File: src/rtl/ptic_consts.vh
// Constants for the paired timer with input capture
`ifndef PTIC_CONSTS_VH
`define PTIC_CONSTS_VH
// Register byte addresses
`define PTIC_ADDR_LCON     12'h000
`define PTIC_ADDR_HCON     12'h004
`define PTIC_ADDR_LCOUNT   12'h008
`define PTIC_ADDR_HCOUNT   12'h00C
`define PTIC_ADDR_LPER     12'h010
`define PTIC_ADDR_HPER     12'h014
`define PTIC_ADDR_CCON     12'h018
`define PTIC_ADDR_CBUF     12'h01C
`define PTIC_ADDR_STAT     12'h020
// Timer control fields
`define PTIC_T_RUN         15
`define PTIC_T_IDLE        13
`define PTIC_T_GATE        6
`define PTIC_T_PSH         5
`define PTIC_T_PSL         4
`define PTIC_T_JOIN        3
`define PTIC_T_CS          1
`define PTIC_LCON_MASK     16'hA07A
`define PTIC_HCON_MASK     16'hA072
// Capture control fields
`define PTIC_C_IDLE        13
`define PTIC_C_TSEL        7
`define PTIC_C_CPIH        6
`define PTIC_C_CPIL        5
`define PTIC_C_OVF         4
`define PTIC_C_NE          3
`define PTIC_CCON_MASK     16'h20E7
// Capture modes
`define PTIC_CM_OFF        3'h0
`define PTIC_CM_EDGE       3'h1
`define PTIC_CM_FALL       3'h2
`define PTIC_CM_RISE       3'h3
`define PTIC_CM_RISE4      3'h4
`define PTIC_CM_RISE16     3'h5
`define PTIC_CM_UNUSED     3'h6
`define PTIC_CM_WAKE       3'h7
// Reset values
`define PTIC_RST_CON       16'h0000
`define PTIC_RST_PER       16'hFFFF
// Status register bits
`define PTIC_S_LMATCH      0
`define PTIC_S_HMATCH      1
`define PTIC_S_CAP         2
`define PTIC_S_WAKE        3
`endif

File: src/rtl/ptic_top.v
// Paired 16/32-bit timer with four-deep input capture, APB slave
//
// The address map and the APB interface to the registers are this design's own decisions.
`timescale 1ns/100ps
`default_nettype none
`include "ptic_consts.vh"
module ptic_top (
    input  wire        pclk,
    input  wire        presetn,
    input  wire        psel,
    input  wire        penable,
    input  wire        pwrite,
    input  wire [11:0] paddr,
    input  wire [31:0] pwdata,
    output reg  [31:0] prdata,
    output reg         pready,
    output reg         pslverr,
    input  wire        cpu_idle,
    input  wire        cpu_sleep,
    input  wire        low_clk_pin,
    input  wire        high_clk_pin,
    input  wire        low_gate_pin,
    input  wire        high_gate_pin,
    input  wire        capture_pin,
    output reg         low_match_pulse,
    output reg         high_match_pulse,
    output reg         adc_trigger,
    output reg         capture_irq,
    output reg         capture_wake
);
    // =========================================================
    // Registers
    reg  [15:0] low_timer_control_reg;
    reg  [15:0] high_timer_control_reg;
    reg  [15:0] low_count_reg;
    reg  [15:0] high_count_reg;
    reg  [15:0] low_period_reg;
    reg  [15:0] high_period_reg;
    reg  [7:0]  capture_control_reg;
    reg         capture_idle_stop_reg;
    reg  [15:0] fifo_mem [0:3];
    reg  [1:0]  fifo_wr_reg;
    reg  [1:0]  fifo_rd_reg;
    reg  [2:0]  fifo_cnt_reg;
    reg         capture_overflow_reg;
    reg  [3:0]  sticky_reg;
    reg  [1:0]  irq_cnt_reg;
    reg  [3:0]  edge_cnt_reg;
    reg  [7:0]  low_pre_reg;
    reg  [7:0]  high_pre_reg;
    // Two-flop synchronisers for all pins, plus one delayed copy
    reg  [4:0]  pin_s1_reg;
    reg  [4:0]  pin_s2_reg;
    reg  [4:0]  pin_d_reg;
    wire [4:0]  pin_raw = {capture_pin, high_gate_pin, low_gate_pin,
                           high_clk_pin, low_clk_pin};
    wire [4:0]  pin_rise = pin_s2_reg & ~pin_d_reg;
    wire [4:0]  pin_fall = ~pin_s2_reg & pin_d_reg;

    // Prescale terminal value for a 2-bit field
    function [7:0] ptic_div;
        input [1:0] sel;
        begin
            case (sel)
                2'h0:    ptic_div = 8'h00;
                2'h1:    ptic_div = 8'h07;
                2'h2:    ptic_div = 8'h3F;
                default: ptic_div = 8'hFF;
            endcase
        end
    endfunction

    // =========================================================
    // Timer input events
    wire join_sel = low_timer_control_reg[`PTIC_T_JOIN];
    wire [15:0] lc = low_timer_control_reg;
    wire [15:0] hc = high_timer_control_reg;
    // Internal clock is one tick per pclk; pin counts synchronised
    // rising edges, so no asynchronous counter exists
    wire l_src = lc[`PTIC_T_CS] ? pin_rise[0] :
                 (!lc[`PTIC_T_GATE] | pin_s2_reg[2]);
    wire h_src = hc[`PTIC_T_CS] ? pin_rise[1] :
                 (!hc[`PTIC_T_GATE] | pin_s2_reg[3]);
    wire l_on = lc[`PTIC_T_RUN] &
                !(cpu_idle & lc[`PTIC_T_IDLE]);
    wire h_on = hc[`PTIC_T_RUN] &
                !(cpu_idle & hc[`PTIC_T_IDLE]);
    wire l_in = l_on & l_src;
    wire h_in = h_on & h_src & !join_sel;
    wire l_tick = l_in &
        (low_pre_reg == ptic_div(lc[`PTIC_T_PSH:`PTIC_T_PSL]));
    wire h_tick = h_in &
        (high_pre_reg == ptic_div(hc[`PTIC_T_PSH:`PTIC_T_PSL]));
    wire l_match = (low_count_reg == low_period_reg);
    wire h_match = (high_count_reg == high_period_reg);
    wire j_match = l_match & h_match;

    // Prescalers
    always @(posedge pclk or negedge presetn)
    begin
        if (!presetn)
        begin
            low_pre_reg  <= 8'h00;
            high_pre_reg <= 8'h00;
        end
        else
        begin
            if (!l_on)
                low_pre_reg <= 8'h00;
            else if (l_in)
                low_pre_reg <= l_tick ? 8'h00 : low_pre_reg + 8'h01;
            if (!h_on | join_sel)
                high_pre_reg <= 8'h00;
            else if (h_in)
                high_pre_reg <= h_tick ? 8'h00 : high_pre_reg + 8'h01;
        end
    end

    // =========================================================
    // APB decode
    wire acc   = psel & penable;
    wire wr_en = acc & pwrite;
    wire rd_en = acc & !pwrite;
    wire a_ok  = (paddr[1:0] == 2'h0) && (paddr <= `PTIC_ADDR_STAT);
    wire fifo_pop = rd_en & (paddr == `PTIC_ADDR_CBUF) &
                    (fifo_cnt_reg != 3'h0);
    wire [15:0] wd = pwdata[15:0];

    // =========================================================
    // Capture event generation
    wire [2:0] cmode = capture_control_reg[2:0];
    wire c_halt = cpu_idle & capture_idle_stop_reg;
    wire c_rise = pin_rise[4];
    wire c_fall = pin_fall[4];
    reg  c_evt;
    reg  [3:0] edge_next;
    // Mode decode and edge prescaler
    always @*
    begin
        c_evt = 1'b0;
        edge_next = edge_cnt_reg;
        case (cmode)
            `PTIC_CM_EDGE: c_evt = c_rise | c_fall;
            `PTIC_CM_FALL: c_evt = c_fall;
            `PTIC_CM_RISE: c_evt = c_rise;
            `PTIC_CM_RISE4:
            begin
                if (c_rise)
                    edge_next = edge_cnt_reg + 4'h1;
                c_evt = c_rise & (edge_cnt_reg[1:0] == 2'h3);
            end
            `PTIC_CM_RISE16:
            begin
                if (c_rise)
                    edge_next = edge_cnt_reg + 4'h1;
                c_evt = c_rise & (edge_cnt_reg == 4'hF);
            end
            default:
            begin
                c_evt = 1'b0;
                edge_next = 4'h0;
            end
        endcase
        if (c_halt)
        begin
            c_evt = 1'b0;
            edge_next = edge_cnt_reg;
        end
    end
    wire fifo_full = (fifo_cnt_reg == 3'h4);
    wire c_push = c_evt & (!fifo_full | fifo_pop);
    wire [15:0] cap_val = capture_control_reg[`PTIC_C_TSEL] ?
                          low_count_reg : high_count_reg;
    wire [1:0] cpi = capture_control_reg[`PTIC_C_CPIH:`PTIC_C_CPIL];
    wire cap_int = c_push & ((cmode == `PTIC_CM_EDGE) |
                             (irq_cnt_reg == cpi));
    wire wake_evt = (cmode == `PTIC_CM_WAKE) & c_rise &
                    (cpu_idle | cpu_sleep);

    // =========================================================
    // Pin synchronisers
    always @(posedge pclk or negedge presetn)
    begin
        if (!presetn)
        begin
            pin_s1_reg <= 5'h00;
            pin_s2_reg <= 5'h00;
            pin_d_reg  <= 5'h00;
        end
        else
        begin
            pin_s1_reg <= pin_raw;
            pin_s2_reg <= pin_s1_reg;
            pin_d_reg  <= pin_s2_reg;
        end
    end

    // =========================================================
    // Control registers, counters and capture state
    always @(posedge pclk or negedge presetn)
    begin
        if (!presetn)
        begin
            low_timer_control_reg  <= `PTIC_RST_CON;
            high_timer_control_reg <= `PTIC_RST_CON;
            low_count_reg          <= 16'h0000;
            high_count_reg         <= 16'h0000;
            low_period_reg         <= `PTIC_RST_PER;
            high_period_reg        <= `PTIC_RST_PER;
            capture_control_reg    <= 8'h00;
            capture_idle_stop_reg  <= 1'b0;
            fifo_wr_reg            <= 2'h0;
            fifo_rd_reg            <= 2'h0;
            fifo_cnt_reg           <= 3'h0;
            capture_overflow_reg   <= 1'b0;
            irq_cnt_reg            <= 2'h0;
            edge_cnt_reg           <= 4'h0;
            sticky_reg             <= 4'h0;
        end
        else
        begin
            // Counting: joined pair or two independent halves
            if (join_sel)
            begin
                if (l_tick)
                begin
                    if (j_match)
                    begin
                        low_count_reg  <= 16'h0000;
                        high_count_reg <= 16'h0000;
                    end
                    else
                    begin
                        low_count_reg <= low_count_reg + 16'h0001;
                        if (low_count_reg == 16'hFFFF)
                            high_count_reg <= high_count_reg + 16'h0001;
                    end
                end
            end
            else
            begin
                if (l_tick)
                    low_count_reg <= l_match ? 16'h0000 :
                                     low_count_reg + 16'h0001;
                if (h_tick)
                    high_count_reg <= h_match ? 16'h0000 :
                                      high_count_reg + 16'h0001;
            end
            // Capture buffer push and pop
            if (c_push)
            begin
                fifo_wr_reg <= fifo_wr_reg + 2'h1;
                irq_cnt_reg <= (cap_int) ? 2'h0 : irq_cnt_reg + 2'h1;
            end
            if (fifo_pop)
                fifo_rd_reg <= fifo_rd_reg + 2'h1;
            if (c_push & !fifo_pop)
                fifo_cnt_reg <= fifo_cnt_reg + 3'h1;
            else if (fifo_pop & !c_push)
                fifo_cnt_reg <= fifo_cnt_reg - 3'h1;
            edge_cnt_reg <= edge_next;
            // Overflow set on a discarded event, cleared when drained
            if (c_evt & fifo_full & !fifo_pop)
                capture_overflow_reg <= 1'b1;
            else if (fifo_cnt_reg == 3'h0)
                capture_overflow_reg <= 1'b0;
            // Software writes
            if (wr_en)
            begin
                case (paddr)
                    `PTIC_ADDR_LCON:
                        low_timer_control_reg <= wd & `PTIC_LCON_MASK;
                    `PTIC_ADDR_HCON:
                        high_timer_control_reg <= wd & `PTIC_HCON_MASK;
                    `PTIC_ADDR_LCOUNT: low_count_reg  <= wd;
                    `PTIC_ADDR_HCOUNT: high_count_reg <= wd;
                    `PTIC_ADDR_LPER:   low_period_reg  <= wd;
                    `PTIC_ADDR_HPER:   high_period_reg <= wd;
                    `PTIC_ADDR_CCON:
                    begin
                        capture_idle_stop_reg <= wd[`PTIC_C_IDLE];
                        capture_control_reg   <= wd[7:0] & 8'hE7;
                        if (wd[2:0] == `PTIC_CM_OFF)
                        begin
                            fifo_wr_reg          <= 2'h0;
                            fifo_rd_reg          <= 2'h0;
                            fifo_cnt_reg         <= 3'h0;
                            capture_overflow_reg <= 1'b0;
                            irq_cnt_reg          <= 2'h0;
                            edge_cnt_reg         <= 4'h0;
                        end
                    end
                    default: ;
                endcase
            end
            // Sticky status: write one to clear, a new event wins
            sticky_reg <= (sticky_reg &
                ~((wr_en && paddr == `PTIC_ADDR_STAT) ? wd[3:0] : 4'h0))
                | {wake_evt, cap_int,
                   join_sel ? (l_tick & j_match) : (h_tick & h_match),
                   !join_sel & l_tick & l_match};
        end
    end

    // Capture storage
    always @(posedge pclk)
    begin
        if (c_push)
            fifo_mem[fifo_wr_reg] <= cap_val;
    end

    // =========================================================
    // Read data, pulses and handshake
    always @(posedge pclk or negedge presetn)
    begin
        if (!presetn)
        begin
            prdata           <= 32'h00000000;
            pready           <= 1'b0;
            pslverr          <= 1'b0;
            low_match_pulse  <= 1'b0;
            high_match_pulse <= 1'b0;
            adc_trigger      <= 1'b0;
            capture_irq      <= 1'b0;
            capture_wake     <= 1'b0;
        end
        else
        begin
            pready  <= psel & !penable;
            pslverr <= psel & !penable & !a_ok;
            prdata  <= 32'h00000000;
            if (psel & !penable & !pwrite)
            begin
                case (paddr)
                    `PTIC_ADDR_LCON:
                        prdata[15:0] <= low_timer_control_reg;
                    `PTIC_ADDR_HCON:
                        prdata[15:0] <= high_timer_control_reg;
                    `PTIC_ADDR_LCOUNT: prdata[15:0] <= low_count_reg;
                    `PTIC_ADDR_HCOUNT: prdata[15:0] <= high_count_reg;
                    `PTIC_ADDR_LPER:   prdata[15:0] <= low_period_reg;
                    `PTIC_ADDR_HPER:   prdata[15:0] <= high_period_reg;
                    `PTIC_ADDR_CCON:
                        prdata[15:0] <= {2'h0, capture_idle_stop_reg,
                            5'h00, capture_control_reg[7:5],
                            capture_overflow_reg,
                            fifo_cnt_reg != 3'h0,
                            capture_control_reg[2:0]};
                    `PTIC_ADDR_CBUF:
                        prdata[15:0] <= fifo_mem[fifo_rd_reg];
                    `PTIC_ADDR_STAT: prdata[3:0] <= sticky_reg;
                    default: ;
                endcase
            end
            low_match_pulse  <= !join_sel & l_tick & l_match;
            high_match_pulse <= join_sel ? (l_tick & j_match) :
                                (h_tick & h_match);
            adc_trigger      <= join_sel ? (l_tick & j_match) :
                                (h_tick & h_match);
            capture_irq      <= cap_int;
            capture_wake     <= wake_evt;
        end
    end
endmodule // ptic_top
`default_nettype wire

File: config.mk
export PLATFORM = sky130hd
export DESIGN_NAME = ptic_top
export DESIGN_NICKNAME = d
export VERILOG_FILES = /design/src/rtl/ptic_top.v
export VERILOG_INCLUDE_DIRS = /design/src /design/src/rtl
export SDC_FILE = /design/constraint.sdc
export NUM_CORES = 1
export LEC_CHECK = 0
export BUFFER_PORTS_ARGS = -buffer_cell sky130_fd_sc_hd__buf_2
export CAP_MARGIN = 20
export CORE_ASPECT_RATIO = 1.5
export CORE_UTILIZATION = 60
export CTS_CLUSTER_DIAMETER = 80
export DETAILED_ROUTE_END_ITERATION = 12
export PLACE_DENSITY = 0.91
export RECOVER_POWER = 25
export SLEW_MARGIN = 10
export SYNTH_ARGS = -nofsm -noshare
export SYNTH_HDL_FRONTEND = slang
export SYNTH_SLANG_ARGS = --single-unit
File: constraint.sdc
create_clock -name pclk -period 4.1 [get_ports pclk]
set_clock_uncertainty 0.1 [all_clocks]
set_input_delay 0.82 -clock pclk [delete_from_list [all_inputs] [get_ports pclk]]
set_output_delay 0.82 -clock pclk [all_outputs]
set_load 0.02 [all_outputs]
==> out/qor.txt <==
Hold Path Class -> flip-flop to flip-flop
Clock Power Share -> 44.3%
clk root buf -> clkbuf_16
Post-Syn Area -> 11450 µm²
Layout fillers -> 1318
worst r2r dst -> low_count_reg[4]$_DFF_PN0_
Slew @ Worst Pin -> 2080 ps
First-pass DRT Iterations -> 9
Bufs on Longest Clock Path -> 3
P_int -> 3.413 mW
CTS Buf Count -> 21
H-tree lvl count -> 1
sum of negative setup slack -> 0 ps
Max Slew Vio Count -> 82
via/cell ratio -> 6.770
Starting Density -> 61.50%
post-route setup slack -> 874.6 ps
HPWL Detailed -> 20.66 mm
Hold Fails Final Rpt -> 0
Tcrit/Tclk final -> 78.67%
sequential area share after synthesis -> 50.56%
largest net degree at the start of global routing -> 82
number of diodes -> 0
area of the multi-input gates -> 5176 µm²
number of synthesized flops with an enable pin -> 64
Site Rows -> 61
Post-synth ARST share -> 70.51%
Setup CP Type -> input port to flip-flop
status -> complete, but fails checks
arrival time at the worst endpoint -> 3490 ps
slew margin rel. -> -38.67%
DIE HEIGHT -> 171.2 µm
TritonCTS clock tree -> built
die area -> 19660 µm²
CP endpoint kind -> flip-flop
Synth area leaders -> dfrtp_1, edfxtp_1, dfstp_2
initial antenna violation count -> 0
final setup vio count -> 0
hold path start -> pin_s1_reg[0]$_DFF_PN0_
Max FO, Critical Path -> 25
flop2flop setup slack -> 940 ps
clk slew on worst S/H paths -> 70 ps
syn avg cell area -> 11.03 µm²
Synth top cells by count -> dfrtp_1, nor2_1, nand2_1
antenna-violating nets left -> 0
Post-CTS Setup Inserts -> 0
GP Congestion -> 0.9247
Power Dens Cells -> 350.6 nW/µm²
switching share of power -> 21.93%
hold_ws -> 248.9 ps
vias in the first global route -> 8662
DR iter-0 viols -> 1144
failing checks -> capacitance limit, slew limit
final WL -> 30.34 mm
global route overflow -> 0
synthesis-to-layout area growth -> 8.883%
Achievable Freq -> 310.0 MHz
worst skew pair latency -> 510 ps
Largest register FFs -> 64
Startpoint Class -> input port
via count -> 9018
first-pass GRT wire length -> 47.13 mm
unique cell type count in the Yosys netlist -> 69
Die Span X -> 114.8 µm
WHS Endpoint -> pin_s2_reg[0]$_DFF_PN0_
share of cells above drive strength 1 -> 23.06%
Combinational Power Share -> 4.1%
leakage -> 5.024 nW
IO Port Bufs -> 62
VDD IR max -> 0.3809 mV
drc violations -> 0
worst reg2reg startpoint -> low_count_reg[1]$_DFF_PN0_
Seq. cell area -> 5791 µm²
ys flop type -> dfrtp_1
Boundary Pins -> 95
pre-CTS setup slack -> 498.6 ps
net switching power figure -> 0.9590 mW
Post-Syn Instances -> 1038
post-synth top area share -> 26.44%
Synth area leader -> dfrtp_1
# nets final -> 1136
max_cap viols -> 1
Global Route Usage Sum -> 31.66%
RSZ-0062 raised after global routing -> false
design area -> 12470 µm²
routed len/inst -> 22.77 µm
sequential power share -> 51.6%
post-CTS sizing -> 0
WP data required -> 4360 ps
hold path cells -> 0
reg2reg path depth -> 7
Post-Place Cell Area -> 11790 µm²
synthesis-stage register bit count -> 217
Synth Warn # -> 0
Core Region -> 18620 µm²
Most flops, register -> fifo_mem
count leader, synth -> dfrtp_1
Sink Count -> 217
CTS hold repair buffers -> 0
Final Critical Period -> 3225 ps
-- worst max path at each step --
stage                         start                    endpoint  slack, ps
final                      paddr[7]  low_count_reg[3]$_DFF_PN0_        870
after global placement    paddr[11]  low_count_reg[3]$_DFF_PN0_        550
after floorplan            paddr[7]    fifo_mem[0][0]$_DFFE_PP_        980
after CTS                  paddr[7]  low_count_reg[3]$_DFF_PN0_        950
after global routing        presetn         prdata[0]$_DFF_PN0_        430
after detailed placement   paddr[7]  low_count_reg[3]$_DFF_PN0_        500
-- logic make-up (layout without fill, tap and decap cells) --
logic type / count (synthesis) / after routing / synth area share [%]
xor+xnor: 48 / 48 / 3.671
compound gates: 213 / 213 / 12.19
buf+inv: 104 / 131 / 4.731
fa+ha+maj: 14 / 14 / 1.530
simple gates: 339 / 339 / 15.46
flops: 217 / 217 / 50.56
mux: 102 / 102 / 11.82
other cells: 1 / 16 / 0.03274
-- metrics by stage --
| step | total power [mW] | instances | util (%) |
|---|---|---|---|
| after floorplan | 2.392 | 1053 | - |
| after CTS | 4.376 | 1331 | 66.93 |
| after detailed placement | 2.474 | 1294 | 63.30 |
| final | 4.372 | 1332 | 66.96 |
| after global placement | 2.466 | 1294 | 63.30 |
| after global routing | 4.484 | 1332 | 66.96 |
-- metal layers --
| layer | global-route usage (%) | share of wire [%] | up-vias |
|---|---|---|---|
| met4 | 20.50 | 7.5 | 0 |
| met2 | 52.89 | 50 | 599 |
| met1 | 38.62 | 35 | 4396 |
| met3 | 4.228 | 8.4 | 177 |
| met5 | 0 | 0 | - |
| li1 | - | - | 3846 |
-- cell usage in the layout (no fill, tap or decap), drive strengths merged, types with 10 or more instances in the layout --
master,Yosys,routed
a22oi,21,21
mux4,16,16
o21ai,55,55
xnor2,11,11
and3,23,23
dfrtp,121,121
inv,15,15
conb,1,16
ha,14,14
nor4,13,13
nand2,79,79
a222oi,13,13
clkbuf,37,31
a31oi,17,17
nand3,28,28
dfstp,32,32
buf,52,76
a221oi,16,16
nor2,95,95
edfxtp,64,64
nor3,30,30
mux2,76,76
nor2b,14,14
a21oi,45,45
xor2,37,37
a211oi,17,17
mux2i,10,10
nand4,10,10
-- power groups by stage --
stage / Combinational [mW] / Sequential [mW] / Clock, mW
2_1_floorplan: 0.101 / 2.29 / 0
3_3_place_gp: 0.171 / 2.30 / 0
5_1_grt: 0.196 / 2.26 / 2.03
4_1_cts: 0.179 / 2.26 / 1.94
6_report: 0.179 / 2.26 / 1.94
3_5_place_dp: 0.177 / 2.30 / 0
-- area by class of cell --
type | count | area share [%]
Sequential cell | 217 | 46.44
Tap cell | 252 | 2.529
Multi-Input combinational cell | 732 | 41.51
Clock buffer | 28 | 4.666
Timing Repair Buffer | 79 | 3.642
Inverter | 15 | 0.4515
Clock inverter | 9 | 0.7626
-- critical path, cell delays in order --
cell       delay, ps
buf_2             90
or4_1            580
nor3_4           410
and3b_1          540
nand2_1          610
o2111ai_1        310
o211ai_1         120
(Power assumes the default switching activity.)
